File: src/core/csm_pkg.sv
/*
  Shared constants for the processor state and privilege-mode controller:
  state codes, power-down modes, register offsets, field positions and
  reset values.
  Assumes a 32-bit register port with byte offsets, one word apart.
*/
package csm_pkg;

  // ----------------------------------------------------------------
  // Processor states
  // ----------------------------------------------------------------
  typedef enum logic [2:0] {
    CSM_ST_RESET   = 3'h0,
    CSM_ST_EXCEPT  = 3'h1,
    CSM_ST_BUSREL  = 3'h2,
    CSM_ST_EXEC    = 3'h3,
    CSM_ST_PDOWN   = 3'h4
  } csm_state_t;

  // ----------------------------------------------------------------
  // Power-down modes and reset kinds
  // ----------------------------------------------------------------
  localparam logic [1:0] PD_SLEEP = 2'h0;
  localparam logic [1:0] PD_SW_STANDBY = 2'h1;
  localparam logic [1:0] PD_HW_STANDBY = 2'h2;
  localparam logic [1:0] RK_NONE = 2'h0;
  localparam logic [1:0] RK_POWER_ON = 2'h1;
  localparam logic [1:0] RK_MANUAL = 2'h2;

  // ----------------------------------------------------------------
  // Register byte offsets
  // ----------------------------------------------------------------
  localparam logic [7:0] REG_CTRL = 8'h00;
  localparam logic [7:0] REG_VECTOR_BASE = 8'h04;
  localparam logic [7:0] REG_STATUS_WORD = 8'h08;
  localparam logic [7:0] REG_SAVED_PC = 8'h0C;
  localparam logic [7:0] REG_SAVED_SW = 8'h10;
  localparam logic [7:0] REG_STATE = 8'h14;
  localparam logic [7:0] REG_INT_STATUS = 8'h18;
  localparam logic [7:0] REG_INT_MASK = 8'h1C;
  localparam logic [7:0] REG_BUS_SEQ_CFG = 8'h20;
  localparam logic [7:0] REG_PC = 8'h24;

  // ----------------------------------------------------------------
  // Fields and reset values
  // ----------------------------------------------------------------
  localparam int PRIV_BIT = 30;
  localparam int NUM_EVENTS = 5;
  localparam int EV_EXCEPT = 0;
  localparam int EV_RESET_DONE = 1;
  localparam int EV_BUS_RELEASE = 2;
  localparam int EV_WAKE = 3;
  localparam int EV_PRIV_FAULT = 4;
  localparam logic [31:0] RESET_VECTOR = 32'hA0000000;
  localparam logic [31:0] STATUS_WORD_RST = 32'h40000000;
  localparam logic [31:0] PC_STEP = 32'h00000002;
  localparam logic [3:0] PIN_SYNC_RST = 4'hA;

endpackage

File: src/core/csm_sync.sv
/*
  Three-stage input synchroniser with agreement filter.
  Assumes inputs are asynchronous to clk_i; an output changes only when
  stages two and three agree.
*/
`timescale 1ns/1ps
`default_nettype none

module csm_sync #(
  parameter int WIDTH = 4,
  parameter logic [WIDTH-1:0] RST_VAL = '0
) (
  input wire logic clk_i,               // Core clock
  input wire logic resetn_i,            // Async reset, active low
  input wire logic [WIDTH-1:0] async_i, // Raw pin levels
  output logic [WIDTH-1:0] sync_o       // Filtered levels
);

  // ----------------------------------------------------------------
  // Elaboration check
  // ----------------------------------------------------------------
  if (WIDTH < 1) begin : g_chk
    $error("csm_sync: WIDTH must be at least 1");
  end

  // ----------------------------------------------------------------
  // Stages
  // ----------------------------------------------------------------
  logic [WIDTH-1:0] stage1;
  logic [WIDTH-1:0] stage2;
  logic [WIDTH-1:0] stage3;
  logic [WIDTH-1:0] next_sync;

  // Stage one feeds only stage two, so metastability stays contained
  always_ff @(posedge clk_i or negedge resetn_i) begin
    if (!resetn_i) begin
      stage1 <= RST_VAL;
      stage2 <= RST_VAL;
      stage3 <= RST_VAL;
      sync_o <= RST_VAL;
    end else begin
      stage1 <= async_i;
      stage2 <= stage1;
      stage3 <= stage2;
      sync_o <= next_sync;
    end
  end

  // Bits take the new level only where the last two stages agree
  assign next_sync = (stage3 & ~(stage2 ^ stage3)) | (sync_o & (stage2 ^ stage3));

endmodule

`default_nettype wire

File: src/core/csm_core.sv
/*
  Processor state and privilege-mode controller: five-state sequencer,
  reset entry, exception save and vectoring, privilege bit, register port
  and interrupt.
  Assumes the pipeline supplies step, exception, return and sleep strobes
  on clk_i; reset, bus request and standby pins are asynchronous.
*/
// Decided for this implementation: the register addresses and the plain strobed port.
`timescale 1ns/1ps
`default_nettype none

module csm_core #(
  parameter int OFFSET_W = 12
) (
  input wire logic clk_i,               // Core clock, 10 MHz
  input wire logic resetn_i,            // Async reset, active low
  input wire logic power_on_reset_n_i,  // Power-on reset pin
  input wire logic manual_reset_n_i,    // Manual reset pin
  input wire logic hw_standby_n_i,      // Hardware standby pin
  input wire logic bus_req_i,           // External bus request pin
  input wire logic step_i,              // Instruction completed
  input wire logic exc_req_i,           // General exception or interrupt
  input wire logic [OFFSET_W-1:0] exc_offset_i, // Vector offset of cause
  input wire logic exc_return_i,        // Exception handling finished
  input wire logic sleep_i,             // Sleep instruction executed
  input wire logic wake_i,              // Wake-up interrupt request
  input wire logic [7:0] addr_i,        // Register byte address
  input wire logic [31:0] wdata_i,      // Register write data
  input wire logic we_i,                // Write strobe
  input wire logic re_i,                // Read strobe
  output logic [31:0] rdata_o,          // Read data, cycle after strobe
  output logic [31:0] pc_o,             // Fetch address
  output logic fetch_en_o,              // Fetch allowed
  output logic [2:0] state_o,           // Processor state code
  output logic [1:0] pd_mode_o,         // Power-down mode
  output logic privilege_o,             // Privilege bit
  output logic bus_grant_o,             // Bus released to requester
  output logic periph_reset_o,          // Module registers in reset
  output logic bus_seq_reset_o,         // Bus sequencer registers in reset
  output logic irq_o                    // Interrupt, active high level
);

  // ----------------------------------------------------------------
  // Elaboration check
  // ----------------------------------------------------------------
  if (OFFSET_W < 1 || OFFSET_W > 32) begin : g_chk
    $error("csm_core: OFFSET_W must be 1 to 32");
  end

  // ----------------------------------------------------------------
  // Declarations
  // ----------------------------------------------------------------
  logic [3:0] pins;
  logic por_n;
  logic man_n;
  logic bus_req;
  logic hws_n;
  csm_pkg::csm_state_t state;
  csm_pkg::csm_state_t next_state;
  logic [1:0] reset_kind;
  logic [1:0] next_reset_kind;
  logic [1:0] pd_mode;
  logic [1:0] next_pd_mode;
  logic [31:0] pc;
  logic [31:0] next_pc;
  logic [31:0] status_word;
  logic [31:0] next_status_word;
  logic [31:0] saved_program_counter;
  logic [31:0] next_saved_pc;
  logic [31:0] saved_status_word;
  logic [31:0] next_saved_sw;
  logic [31:0] vector_base;
  logic [1:0] ctrl_standby;
  logic [31:0] bus_seq_cfg;
  logic [csm_pkg::NUM_EVENTS-1:0] int_status;
  logic [csm_pkg::NUM_EVENTS-1:0] int_mask;
  logic [csm_pkg::NUM_EVENTS-1:0] events;
  logic [csm_pkg::NUM_EVENTS-1:0] w1c;
  logic [31:0] next_rdata;
  logic [31:0] vector_addr;
  logic privilege_bit;
  logic in_reset;
  logic por_active;
  logic wr_ok;
  logic wr_fault;
  logic rd_ok;
  logic enter_exc;
  logic leave_reset;
  logic do_return;

  // ----------------------------------------------------------------
  // Helper functions
  // ----------------------------------------------------------------
  // Registers that user-mode software may not touch
  function automatic logic is_priv_reg(input logic [7:0] a);
    is_priv_reg = (a == csm_pkg::REG_CTRL) || (a == csm_pkg::REG_VECTOR_BASE) ||
                  (a == csm_pkg::REG_STATUS_WORD) || (a == csm_pkg::REG_SAVED_PC) ||
                  (a == csm_pkg::REG_SAVED_SW) || (a == csm_pkg::REG_INT_MASK) ||
                  (a == csm_pkg::REG_BUS_SEQ_CFG);
  endfunction

  // Status word with the privilege bit replaced
  function automatic logic [31:0] with_priv(input logic [31:0] sw, input logic p);
    logic [31:0] r;
    r = sw;
    r[csm_pkg::PRIV_BIT] = p;
    with_priv = r;
  endfunction

  // ----------------------------------------------------------------
  // Pin synchronisers
  // ----------------------------------------------------------------
  csm_sync #(
    .WIDTH(4),
    .RST_VAL(csm_pkg::PIN_SYNC_RST)
  ) u_sync (
    .clk_i(clk_i),
    .resetn_i(resetn_i),
    .async_i({hw_standby_n_i, manual_reset_n_i, bus_req_i, power_on_reset_n_i}),
    .sync_o(pins)
  );

  assign por_n = pins[0];
  assign bus_req = pins[1];
  assign man_n = pins[2];
  assign hws_n = pins[3];

  // ----------------------------------------------------------------
  // Mode and reset decode
  // ----------------------------------------------------------------
  // Privilege bit selects user (0) or privileged (1) mode
  assign privilege_bit = status_word[csm_pkg::PRIV_BIT];
  assign in_reset = !por_n || !man_n;
  assign por_active = !por_n;
  assign leave_reset = (state == csm_pkg::CSM_ST_RESET) && !in_reset;
  assign do_return = (state == csm_pkg::CSM_ST_EXEC) && exc_return_i && !exc_req_i;
  assign vector_addr = vector_base + 32'(exc_offset_i);

  // ----------------------------------------------------------------
  // State sequencer
  // ----------------------------------------------------------------
  // Reset pins override everything; codes five to seven fall back to reset
  always_comb begin
    next_state = state;
    next_pd_mode = pd_mode;
    next_reset_kind = reset_kind;
    if (in_reset) begin
      next_state = csm_pkg::CSM_ST_RESET;
      next_reset_kind = por_active ? csm_pkg::RK_POWER_ON : csm_pkg::RK_MANUAL;
    end else begin
      unique case (state)
        csm_pkg::CSM_ST_RESET: begin
          next_state = csm_pkg::CSM_ST_EXCEPT;
        end
        csm_pkg::CSM_ST_EXCEPT: begin
          next_state = csm_pkg::CSM_ST_EXEC;
        end
        csm_pkg::CSM_ST_BUSREL: begin
          if (!hws_n) begin
            next_state = csm_pkg::CSM_ST_PDOWN;
            next_pd_mode = csm_pkg::PD_HW_STANDBY;
          end else if (!bus_req) begin
            next_state = csm_pkg::CSM_ST_EXEC;
          end
        end
        csm_pkg::CSM_ST_EXEC: begin
          if (!hws_n) begin
            next_state = csm_pkg::CSM_ST_PDOWN;
            next_pd_mode = csm_pkg::PD_HW_STANDBY;
          end else if (bus_req) begin
            next_state = csm_pkg::CSM_ST_BUSREL;
          end else if (exc_req_i) begin
            next_state = csm_pkg::CSM_ST_EXCEPT;
          end else if (sleep_i) begin
            next_state = csm_pkg::CSM_ST_PDOWN;
            next_pd_mode = ctrl_standby;
          end
        end
        csm_pkg::CSM_ST_PDOWN: begin
          if (pd_mode == csm_pkg::PD_HW_STANDBY) begin
            if (hws_n) begin
              next_state = csm_pkg::CSM_ST_EXEC;
            end
          end else if (!hws_n) begin
            next_pd_mode = csm_pkg::PD_HW_STANDBY;
          end else if (wake_i) begin
            next_state = csm_pkg::CSM_ST_EXCEPT;
          end
        end
        default: begin
          next_state = csm_pkg::CSM_ST_RESET;
        end
      endcase
    end
  end

  // Exception entry from execution or a wake-up out of power-down
  assign enter_exc = (next_state == csm_pkg::CSM_ST_EXCEPT) &&
                     ((state == csm_pkg::CSM_ST_EXEC) || (state == csm_pkg::CSM_ST_PDOWN));

  always_ff @(posedge clk_i or negedge resetn_i) begin
    if (!resetn_i) begin
      state <= csm_pkg::CSM_ST_RESET;
      pd_mode <= csm_pkg::PD_SLEEP;
      reset_kind <= csm_pkg::RK_POWER_ON;
    end else begin
      state <= next_state;
      pd_mode <= next_pd_mode;
      reset_kind <= next_reset_kind;
    end
  end

  // ----------------------------------------------------------------
  // Program counter, status word and saved copies
  // ----------------------------------------------------------------
  // Hardware updates outrank a software write in the same cycle
  always_comb begin
    next_pc = pc;
    next_status_word = status_word;
    next_saved_pc = saved_program_counter;
    next_saved_sw = saved_status_word;
    if (in_reset) begin
      next_status_word = with_priv(csm_pkg::STATUS_WORD_RST, 1'b1);
      next_saved_pc = '0;
      next_saved_sw = '0;
      next_pc = csm_pkg::RESET_VECTOR;
    end else if (leave_reset) begin
      next_pc = csm_pkg::RESET_VECTOR;
      next_status_word = with_priv(status_word, 1'b1);
    end else if (enter_exc) begin
      next_saved_pc = pc;
      next_saved_sw = status_word;
      next_pc = vector_addr;
      next_status_word = with_priv(status_word, 1'b1);
    end else if (do_return) begin
      next_pc = saved_program_counter;
      next_status_word = with_priv(saved_status_word, 1'b0);
    end else begin
      if ((state == csm_pkg::CSM_ST_EXEC) && step_i && !exc_req_i && !bus_req && hws_n) begin
        next_pc = pc + csm_pkg::PC_STEP;
      end
      if (wr_ok && (addr_i == csm_pkg::REG_STATUS_WORD)) begin
        next_status_word = wdata_i;
      end
      if (wr_ok && (addr_i == csm_pkg::REG_SAVED_PC)) begin
        next_saved_pc = wdata_i;
      end
      if (wr_ok && (addr_i == csm_pkg::REG_SAVED_SW)) begin
        next_saved_sw = wdata_i;
      end
    end
  end

  always_ff @(posedge clk_i or negedge resetn_i) begin
    if (!resetn_i) begin
      pc <= csm_pkg::RESET_VECTOR;
      status_word <= csm_pkg::STATUS_WORD_RST;
      saved_program_counter <= '0;
      saved_status_word <= '0;
    end else begin
      pc <= next_pc;
      status_word <= next_status_word;
      saved_program_counter <= next_saved_pc;
      saved_status_word <= next_saved_sw;
    end
  end

  // ----------------------------------------------------------------
  // Register port decode
  // ----------------------------------------------------------------
  // User-mode writes to protected registers are dropped and flagged
  assign wr_ok = we_i && !in_reset && (!is_priv_reg(addr_i) || privilege_bit);
  assign wr_fault = (we_i || re_i) && is_priv_reg(addr_i) && !privilege_bit;
  assign rd_ok = !is_priv_reg(addr_i) || privilege_bit;

  // Control and configuration registers
  always_ff @(posedge clk_i or negedge resetn_i) begin
    if (!resetn_i) begin
      vector_base <= '0;
      ctrl_standby <= csm_pkg::PD_SLEEP;
      int_mask <= '0;
    end else if (in_reset) begin
      vector_base <= '0;
      ctrl_standby <= csm_pkg::PD_SLEEP;
      int_mask <= '0;
    end else if (wr_ok) begin
      if (addr_i == csm_pkg::REG_VECTOR_BASE) vector_base <= wdata_i;
      if (addr_i == csm_pkg::REG_CTRL) ctrl_standby <= {1'b0, wdata_i[0]};
      if (addr_i == csm_pkg::REG_INT_MASK) int_mask <= wdata_i[csm_pkg::NUM_EVENTS-1:0];
    end
  end

  // Bus sequencer settings survive a manual reset
  always_ff @(posedge clk_i or negedge resetn_i) begin
    if (!resetn_i) begin
      bus_seq_cfg <= '0;
    end else if (por_active) begin
      bus_seq_cfg <= '0;
    end else if (wr_ok && (addr_i == csm_pkg::REG_BUS_SEQ_CFG)) begin
      bus_seq_cfg <= wdata_i;
    end
  end

  // ----------------------------------------------------------------
  // Interrupt status
  // ----------------------------------------------------------------
  // Set beats a write-one clear landing in the same cycle
  assign events[csm_pkg::EV_EXCEPT] = enter_exc;
  assign events[csm_pkg::EV_RESET_DONE] = leave_reset;
  assign events[csm_pkg::EV_BUS_RELEASE] = (next_state == csm_pkg::CSM_ST_BUSREL) &&
                                           (state != csm_pkg::CSM_ST_BUSREL);
  assign events[csm_pkg::EV_WAKE] = (state == csm_pkg::CSM_ST_PDOWN) &&
                                    (next_state != csm_pkg::CSM_ST_PDOWN);
  assign events[csm_pkg::EV_PRIV_FAULT] = wr_fault;
  assign w1c = (we_i && (addr_i == csm_pkg::REG_INT_STATUS)) ?
               wdata_i[csm_pkg::NUM_EVENTS-1:0] : '0;

  always_ff @(posedge clk_i or negedge resetn_i) begin
    if (!resetn_i) begin
      int_status <= '0;
    end else begin
      int_status <= (int_status & ~w1c) | events;
    end
  end

  // ----------------------------------------------------------------
  // Read data
  // ----------------------------------------------------------------
  // Protected offsets read as zero in user mode; unmapped offsets always do
  always_comb begin
    next_rdata = '0;
    if (re_i && rd_ok) begin
      unique case (addr_i)
        csm_pkg::REG_CTRL: next_rdata = {30'h0, ctrl_standby};
        csm_pkg::REG_VECTOR_BASE: next_rdata = vector_base;
        csm_pkg::REG_STATUS_WORD: next_rdata = status_word;
        csm_pkg::REG_SAVED_PC: next_rdata = saved_program_counter;
        csm_pkg::REG_SAVED_SW: next_rdata = saved_status_word;
        csm_pkg::REG_STATE: next_rdata = {23'h0, privilege_bit, 1'b0, pd_mode, reset_kind, state};
        csm_pkg::REG_INT_STATUS: next_rdata = {27'h0, int_status};
        csm_pkg::REG_INT_MASK: next_rdata = {27'h0, int_mask};
        csm_pkg::REG_BUS_SEQ_CFG: next_rdata = bus_seq_cfg;
        csm_pkg::REG_PC: next_rdata = pc;
        default: next_rdata = '0;
      endcase
    end
  end

  always_ff @(posedge clk_i or negedge resetn_i) begin
    if (!resetn_i) begin
      rdata_o <= '0;
    end else begin
      rdata_o <= next_rdata;
    end
  end

  // ----------------------------------------------------------------
  // Outputs
  // ----------------------------------------------------------------
  // Fetch stops outside execution so power-down really halts the core
  assign pc_o = pc;
  assign state_o = state;
  assign pd_mode_o = pd_mode;
  assign privilege_o = privilege_bit;
  assign fetch_en_o = (state == csm_pkg::CSM_ST_EXEC);
  assign bus_grant_o = (state == csm_pkg::CSM_ST_BUSREL);
  assign periph_reset_o = (state == csm_pkg::CSM_ST_RESET);
  assign bus_seq_reset_o = (state == csm_pkg::CSM_ST_RESET) &&
                           (reset_kind == csm_pkg::RK_POWER_ON);
  assign irq_o = |(int_status & int_mask);

endmodule

`default_nettype wire

File: config.mk
export PLATFORM = sky130hd
export DESIGN_NAME = csm_core
export DESIGN_NICKNAME = d
export VERILOG_FILES = /design/src/core/csm_pkg.sv /design/src/core/csm_sync.sv /design/src/core/csm_core.sv
export SDC_FILE = /design/constraint.sdc
export NUM_CORES = 1
export LEC_CHECK = 0
export ABC_CLOCK_PERIOD_IN_PS = 4150
export BUFFER_PORTS_ARGS = -buffer_cell sky130_fd_sc_hd__buf_2
export CAP_MARGIN = 0
export CORE_AREA = 2 2 179 181
export DETAILED_ROUTE_END_ITERATION = 10
export DIE_AREA = 0 0 181 183
export PLACE_DENSITY_LB_ADDON = 0.12
export SLEW_MARGIN = 15
export SYNTH_ARGS = -nofsm -noshare
export SYNTH_HDL_FRONTEND = slang
export SYNTH_SLANG_ARGS = --single-unit
File: constraint.sdc
create_clock -name clk_i -period 4.15 [get_ports clk_i]
set_clock_uncertainty 0.05 [all_clocks]
set_input_delay 0.83 -clock clk_i [delete_from_list [all_inputs] [get_ports clk_i]]
set_output_delay 0.83 -clock clk_i [all_outputs]
set_load 0.02 [all_outputs]
==> results.yml, run 1 <==
route:
  wirelength_mm: 47.4
  via_per_inst: 6.37
  ant_nets: 0
  vias: 12700
  first_pass_iters: 7
  routedWlPerCell_um: 23.8
  route.detailed.drc: 0
  drtIter0Drc: 1599
logic_synthesis:
  syn-cell-area_um2: 13900
  synth_area_leaders: "dfrtp_1 44%, nand2_1 6.1%, o21ai_0 5.5%"
  ys_warn_count: 0
  synth_fp_nets: 1549
  synth_area_leader_cell: "dfrtp_1"
  postSynthAreaPerCell_um2: 9.43
  synth_top_area_share_pct: 44.4
  synth_edf_count: 0
  synthArstFlopShare_pct: 100
  yosysSeqAreaShare_pct: 46.7
  synth_cells: 1470
  synth-seq-cells: 258
  synth.distinct_cells: 78
  synth-main-ff-cell: "dfrtp_1"
grt:
  grt_pass1_vias: 12400
  grt-ovfl-total: 0
  antenna_found_initial: 0
  grt_pass1_wl_mm: 74.2
  grt_usage_pct: 28.6
  grt_max_degree: 97
cts:
  htreeDepth: 1
  clkLatencyLatePin_ns: 0.57
  postCtsHoldBufs: 0
  clkSinkCount: 258
  cts_buffers: 31
  cts_setup_buffers: 0
  clk_path_buf_depth: 3
  cts_resized: 0
  cts_root_buf: "clkbuf_16"
  cts_tree: "yes"
  clk_pin_slew_worst_paths_ns: 0.06
sta:
  worst_pin_slew_ns: 1.02
  setup_viol: 0
  finalHoldViolCount: 0
  period_minus_slack_ns: 3.26
  max_slew_margin_pct: 31.3
  fin_crit_sh_pct: 78.6
  max_freq_mhz: 306
  rsz0062_at_grt: "no"
  fin_tns_setup_ns: 0
  slew_violations: 0
power:
  ir_worst_vdd_v: 0.000284
  p_per_area_nw_per_um2: 400
  p_leak_nw: 6.53
floorplan:
  start_util_pct: 44.4
  die_h_um: 183
  num_rows: 65
  dieArea_um2: 33100
  pin_count: 140
  coreArea_um2: 31200
  die_w_um: 181
setup_path:
  path_cells: "or3_1 > clkinv_1 > and3_1 > buf_2"
  reg2reg_depth: 8
  critPathMaxFanout: 11
  start_kind: "flip-flop"
  critical_path_buf_inv_count: 2
  end_kind: "output pin"
  path_delay_family: "simple AND/OR/NAND/NOR gates"
  critPathKind: "reg -> out"
  r2r-end: "pc_o[23]$_DFFE_PN0P_"
  cpMaxStageDelayCell: "dfrtp_1"
  arrival_ns: 2.38
  r2r-start: "state_o[0]$_DFF_PN0_"
  required_ns: 3.27
  max_stage_delay_ns: 0.61
  r2r_setup_slack_ns: 1.08
placed_design:
  dp_hpwl_mm: 30.5
  dp_cells: 1935
  portBuffers: 139
  place.gp.congestion: 0.878
cells_and_area:
  register_area_um2: 6470
  multi_input_area_um2: 6840
  mostFrequentLayoutCell: "dfrtp_1"
  final_cells: 1992
  drive_above_1_share_pct: 18.9
  n_fill_cell: 2938
  area_delta_synth_final_pct: 15.6
  nNetsFinal: 1645
  final_cell_mix: "246 x dfrtp_1, 226 x nand2_1, 153 x o21ai_0, 138 x buf_2, 127 x a21oi_1"
status:
  outcome: "finished, final reports clean"
job:
  timing.max_cap.violations: 0
hold_path:
  worstHoldPathType: "in -> async"
==> worst max-delay path by stage <==
stage | start | to | slack (ns) | cells after the start
6_report | state_o[0]$_DFF_PN0_ | bus_seq_reset_o | 0.89 | 4
5_1_grt | state_o[0]$_DFF_PN0_ | bus_seq_reset_o | 0.78 | 4
4_1_cts | state_o[1]$_DFF_PN0_ | bus_seq_reset_o | 0.88 | 4
3_5_place_dp | exc_offset_i[0] | pc_o[30]$_DFFE_PN0P_ | 0.87 | 12
3_3_place_gp | exc_offset_i[0] | pc_o[30]$_DFFE_PN0P_ | 0.95 | 12
2_1_floorplan | exc_offset_i[0] | pc_o[14]$_DFFE_PN0P_ | 1.19 | 10
==> stage by stage <==
stage | cell area, µm² | hold slack [ns] | util, % | setup WS (ns) | power, mW
after CTS | 16000 | 0.298 | 51.3 | 0.877 | 6.44
final | 16000 | 0.242 | 51.3 | 0.886 | 6.41
after global placement | 14900 | 0.283 | 47.8 | 0.951 | 3.49
after detailed placement | 14900 | 0.285 | 47.8 | 0.870 | 3.50
after floorplan | 13900 | 0.281 | - | 1.19 | 3.22
after global routing | 16000 | 0.302 | 51.3 | 0.778 | 6.63
==> layout make-up <==
type / count / area share (%)
Timing Repair Buffer: 184 / 6.67
Clock inverter: 15 / 1.32
Clock buffer: 41 / 5.57
Antenna cell: 1 / 0.0156
Inverter: 11 / 0.258
Tap cell: 402 / 3.14
Multi-Input combinational cell: 1080 / 42.7
Sequential cell: 258 / 40.4
==> sequential cells by signal, indices dropped and copies added (netlist names), named ones only <==
register / cells
vector_base: 32
saved_program_counter: 32
state_o: 3
bus_seq_cfg: 32
u_sync.stage1: 4
reset_kind: 2
saved_status_word: 32
int_status: 5
status_word: 32
u_sync.stage3: 4
u_sync.stage2: 4
pc_o: 32
pd_mode_o: 2
ctrl_standby: 1
rdata_o: 32
int_mask: 5
==> layer usage <==
layer  part of all wire, %  wire length [µm]  global-route usage [%]  vias up
li1                      -                 -                       -     5661
met1                    44             20900                    41.1     6340
met2                    45             21500                    45.1      604
met3                   8.0              3800                    3.87       85
met4                   2.6              1210                    8.85        0
met5                     0                 0                       0        -
==> report_power, final <==
| group | switching [mW] | leakage [nW] | internal [mW] |
|---|---|---|---|
| Clock | 1.13 | 0.546 | 1.81 |
| Combinational | 0.383 | 2.55 | 0.273 |
| Sequential | 0.152 | 3.44 | 2.65 |
| Total | 1.67 | 6.53 | 4.74 |
==> logic make-up (layout without fill, tap and decap cells) <==
| kind of cell | count (synthesis) | after routing | share of synthesized area (%) |
|---|---|---|---|
| xor gates and xnor gates | 45 | 45 | 2.84 |
| AOI/OAI and AO/OA | 544 | 544 | 27.7 |
| buffers and inverters | 132 | 251 | 4.28 |
| and+or+nand+nor | 440 | 440 | 14.5 |
| adders and majority gates | 18 | 18 | 1.61 |
| other | 0 | 1 | 0 |
| muxes | 33 | 33 | 2.38 |
| DFF | 258 | 258 | 46.7 |
==> cell usage after synthesis, types with 30 or more instances <==
cell	number
a2bb2oi_1	32
a2bb2oi_2	30
o21ai_0	153
nand2_1	226
a222oi_1	58
a21boi_0	36
nor2_1	67
clkbuf_1	93
dfrtp_1	246
mux2i_1	33
nand3_1	32
a21oi_1	127
(Power assumes the default switching activity.)
==> run 2: changes to the inputs <==
ABC_CLOCK_PERIOD_IN_PS = 2900   (was 4150)
clock period = 2.9 ns   (was 4.15 ns; I/O delays follow)
==> run 2 against run 1 <==
Net effect: critical path depth up 5; total power up 37%; combinational power up 54%; global-route usage up 0.12 points; register-to-register slack worse by 1.0 ns; critical endpoint is now saved_program_counter[0]$_DFFE_PN0P_; largest power group is now sequential cells.
==> results.yml, run 2 (same netlist as run 1, synthesis figures left out) <==
route:
  ant_nets: 0
  via_per_inst: 6.24
  wl_met2_mm: 21.7
  wl_met3_mm: 3.84
  vias: 12700
  highest_layer: "met4"
  routedLengthMet1_mm: 21.4
  routedWlPerCell_um: 23.6
  route.detailed.drc: 0
  first_pass_iters: 9
  drtIter0Drc: 1478
  wirelength_mm: 48.1
cts:
  cts_buffers: 29
  cts_tree: "yes"
  clk_path_buf_depth: 3
  cts_root_buf: "clkbuf_16"
  clk_pin_slew_worst_paths_ns: 0.06
  clkSinkCount: 258
  cts_setup_buffers: 0
  clkLatencyLatePin_ns: 0.56
  htreeDepth: 1
floorplan:
  die_w_um: 181
  dieArea_um2: 33100
  num_rows: 65
  die_h_um: 183
  start_util_pct: 44.4
  pin_count: 140
  coreArea_um2: 31200
cells_and_area:
  drive_above_1_share_pct: 21.4
  mostFrequentLayoutCell: "dfrtp_1"
  area_delta_synth_final_pct: 19.2
  n_fill_cell: 2906
  nNetsFinal: 1694
  final_cell_mix: "244 x dfrtp_1, 226 x nand2_1, 153 x o21ai_0, 138 x buf_2, 126 x a21oi_1"
  antenna_cells: 0
setup_path:
  start_kind: "flip-flop"
  required_ns: 3.32
  cpMaxStageDelayCell: "dfrtp_1"
  arrival_ns: 3.26
  end_kind: "flip-flop"
  crit_top_cell: "buf_12"
  path_cells: "nor3b_2 > o211ai_1 > a31o_4 > or3_1 > buf_12 > a21oi_4 > or2b_4 > buf_12 > a2bb2oi_1"
  critPathMaxFanout: 28
  max_stage_delay_ns: 0.50
  critPathKind: "reg -> reg"
sta:
  max_freq_mhz: 353
  holdWs_ns: 0.0751
  finalHoldViolCount: 0
  max_slew_margin_pct: 58.9
  rsz0062_at_grt: "no"
  slew_violations: 0
  fin_crit_sh_pct: 97.8
  fin_tns_setup_ns: 0
  setup_viol: 0
  worst_pin_slew_ns: 0.616
  period_minus_slack_ns: 2.83
power:
  p_per_area_nw_per_um2: 530
  ir_worst_vdd_v: 0.000365
  finalPower_mw: 8.76
  p_leak_nw: 6.81
placed_design:
  place.gp.congestion: 0.909
  dp_hpwl_mm: 31.4
  portBuffers: 139
job:
  timing.max_cap.violations: 0
status:
  outcome: "finished, final reports clean"
grt:
  grt_pass1_wl_mm: 74.4
  grt-ovfl-total: 0
  grt_usage_pct: 28.7
  antenna_found_initial: 0
  grt_max_degree: 73
  grt_pass1_vias: 12200
hold_path:
  worstHoldPathType: "in -> reg"
run 2: changes by cell type in the layout (fill, tap and decap cells not counted), sizes merged:
cell	before	now
dlygate4sd3	0	1
clkbuf	41	42
buf	184	234
inv	11	10
bufinv	5	2
diode	1	0
clkinv	8	9
clkinvlp	2	0
run 2: final timing paths:
kind                                                        endpoint                       start  depth (start not counted)  slack, ns
worst max-delay path            saved_program_counter[0]$_DFFE_PN0P_        state_o[2]$_DFF_PN0_                          9       0.07
worst min-delay path                      u_sync.stage1[1]$_DFF_PN1_                   bus_req_i                          1       0.08
worst max register to register  saved_program_counter[0]$_DFFE_PN0P_        state_o[2]$_DFF_PN0_                          9       0.07
worst min register to register            u_sync.stage2[2]$_DFF_PN0_  u_sync.stage1[2]$_DFF_PN0_                          0       0.30
max in group asynchronous                       pc_o[31]$_DFFE_PN1P_                    resetn_i                          3       1.43
min in group asynchronous                       state_o[0]$_DFF_PN0_                    resetn_i                          2       0.56
run 2: cell type report:
class                   instances  area [µm²]  area share, %
repair buffers                235        1690           10.2
multi-input cells            1080        6850           41.4
flip-flops and latches        258        6470           39.2
clock buffers                  42         865           5.23
well taps                     402         503           3.04
clock inverters                10         100          0.606
inverters                      11        42.5          0.257
run 2: per-layer routing:
layer | global-route usage, % | up-vias
li1 | - | 5746
met1 | 41.2 | 6291
met2 | 45.4 | 599
met3 | 4.57 | 83
met4 | 7.74 | 0
met5 | 0 | -
run 2: power by group:
part / internal [mW] / switching [mW]
combinational: 0.444 / 0.571
sequential: 3.80 / 0.209
clock: 2.23 / 1.51
total: 6.47 / 2.29
run 2: per-stage QoR:
step | worst slack, ns | utilization [%] | instances | cell area [µm²]
6_report | 0.0650 | 52.9 | 2038 | 16500
5_1_grt | 0.00253 | 52.9 | 2038 | 16500
4_1_cts | 0.0176 | 52.9 | 2038 | 16500
3_5_place_dp | -0.0474 | 49.7 | 1985 | 15500
3_3_place_gp | 0.0131 | 49.7 | 1985 | 15500
2_1_floorplan | 0.185 | - | 1470 | 13900
run 2: worst max-delay path: cells and delay by family, from the launching register on:
kind | cells | cell delay (ns)
simple gates | 3 | 0.96
compound gates | 4 | 0.80
flops | 1 | 0.50
buf+inv | 2 | 0.41
run 2: timing repair:
item,in CTS,in global routing
endpoints found under the hold margin,55,0
resized for setup,2,3
gates cloned,0,0
hold buffers,1,0
pin swaps,0,0
setup endpoints to repair,2,32
==> run 3: changes to the inputs <==
ABC_CLOCK_PERIOD_IN_PS = 3480   (was 2900)
clock period = 3.48 ns   (was 2.9 ns; I/O delays follow)
==> run 3 against run 2 <==
Net effect: die area unchanged; count of clock-buffer cells in the layout up 5; first-iteration DRC count up 1.6%; largest cell class unchanged; combinational power down 20%.
==> results.yml, run 3 (same netlist as run 1, synthesis figures left out) <==
status:
  outcome: "finished, final reports clean"
grt:
  grt_pass1_vias: 12400
  grt_usage_pct: 28.7
  grt_max_degree: 79
  grt_pass1_wl_mm: 74.5
  antenna_found_initial: 0
  grt-ovfl-total: 0
cts:
  clkLatencyLatePin_ns: 0.56
  clk_path_buf_depth: 3
  cts_buffers: 30
  postCtsHoldBufs: 0
  clkSinkCount: 258
  cts_root_buf: "clkbuf_16"
  cts_setup_buffers: 0
  cts_tree: "yes"
  cts_resized: 0
  clk_pin_slew_worst_paths_ns: 0.06
  htreeDepth: 1
sta:
  max_freq_mhz: 318
  worst_pin_slew_ns: 0.923
  fin_tns_setup_ns: 0
  slew_violations: 0
  finalHoldViolCount: 0
  rsz0062_at_grt: "no"
  setup_viol: 0
  max_slew_margin_pct: 38.1
  period_minus_slack_ns: 3.15
  fin_crit_sh_pct: 90.5
placed_design:
  dpl_cell_area_um2: 15100
  portBuffers: 139
  dp_hpwl_mm: 30.6
  place.gp.congestion: 0.924
cells_and_area:
  final_cell_mix: "246 x dfrtp_1, 226 x nand2_1, 153 x o21ai_0, 138 x buf_2, 127 x a21oi_1"
  final_area_um2: 16100
  area_delta_synth_final_pct: 16.2
  n_fill_cell: 2946
  antenna_cells: 0
  drive_above_1_share_pct: 18.8
  mostFrequentLayoutCell: "dfrtp_1"
  nNetsFinal: 1653
setup_path:
  r2r-start: "state_o[2]$_DFF_PN0_"
  start_kind: "flip-flop"
  endpoint: "bus_seq_reset_o"
  r2r-end: "saved_program_counter[0]$_DFFE_PN0P_"
  arrival_ns: 2.40
  reg2reg_depth: 9
  critPathKind: "reg -> out"
  crit_start: "state_o[2]$_DFF_PN0_"
  r2r_setup_slack_ns: 0.44
  end_kind: "output pin"
  critPathMaxFanout: 15
  required_ns: 2.73
route:
  routedWlPerCell_um: 23.9
  ant_nets: 0
  wirelength_mm: 47.7
  first_pass_iters: 9
  drtIter0Drc: 1502
  vias: 12600
  route.detailed.drc: 0
  via_per_inst: 6.31
floorplan:
  num_rows: 65
  die_w_um: 181
  die_h_um: 183
  coreArea_um2: 31200
  start_util_pct: 44.4
  pin_count: 140
  dieArea_um2: 33100
power:
  p_sw_share_pct: 26.0
  sequentialPowerShare_pct: 44.5
  p_per_area_nw_per_um2: 466
  pwr-share-clk_pct: 44.7
  combPwrFrac_pct: 10.8
  p_leak_nw: 6.56
  p_sw_mw: 1.95
  intPower_mw: 5.55
  ir_worst_vdd_v: 0.000393
hold_path:
  worstHoldPathType: "in -> async"
job:
  timing.max_cap.violations: 0
-- run 3: cell types whose count changed in the layout (fill, tap and decap cells not counted), moves of 2 or more --
cell / previous run / this run
clkinv_2: 9 / 3
buf_12: 21 / 8
clkbuf_8: 9 / 6
bufinv_16: 2 / 4
clkbuf_1: 4 / 10
buf_4: 74 / 46
dfrtp_1: 244 / 246
clkbuf_16: 29 / 31
dfrtp_2: 2 / 0
-- run 3: through the flow --
step,hold slack [ns],total power [mW],utilization (%),worst slack [ns],cells
floorplan,0.281,3.84,-,0.649,1470
global placement,0.286,4.17,48.2,0.420,1944
detailed placement,0.292,4.19,48.2,0.372,1944
CTS,0.0878,7.53,51.6,0.341,1999
global route,0.109,7.75,51.6,0.219,1999
finish,0.0631,7.51,51.6,0.332,1999
-- run 3: power by group through the flow --
stage,Sequential (mW),Combinational [mW],Clock [mW]
after global routing,3.35,0.876,3.52
after CTS,3.33,0.807,3.39
after global placement,3.38,0.791,0
after detailed placement,3.39,0.804,0
final,3.34,0.809,3.36
after floorplan,3.33,0.511,0
-- run 3: area by class of cell --
class	count	area [µm²]	area share [%]
clock buffers	47	896	5.56
clock inverters	8	143	0.886
inverters	11	41.3	0.256
multi-input cells	1080	6840	42.5
flip-flops and latches	258	6470	40.2
well taps	402	503	3.12
repair buffers	193	1210	7.52
-- run 3: critical path, stage by stage (launching register included) --
cell,delay (ns)
dfrtp_1,0.60
or3_1,0.36
clkinv_1,0.40
and3_1,0.32
buf_2,0.15
-- run 3: how the worst min path moves through the flow --
stage	start	slack (ns)	cells after the start	end
after floorplan	u_sync.stage1[0]$_DFF_PN0_	0.28	0	u_sync.stage2[0]$_DFF_PN0_
after global placement	u_sync.stage1[2]$_DFF_PN0_	0.29	0	u_sync.stage2[2]$_DFF_PN0_
after detailed placement	u_sync.stage1[0]$_DFF_PN0_	0.29	0	u_sync.stage2[0]$_DFF_PN0_
after CTS	resetn_i	0.09	1	bus_seq_cfg[0]$_DFFE_PN0P_
after global routing	resetn_i	0.11	1	rdata_o[2]$_DFF_PN0_
final	resetn_i	0.06	1	rdata_o[2]$_DFF_PN0_
-- run 3: metal layers --
metal  GRT usage [%]  wire, µm  vias up
met4            8.65      1220        0
li1                -         -     5665
met3            4.88      4050       88
met2            44.7     21300      595
met5               0         0        -
met1            41.2     21200     6260
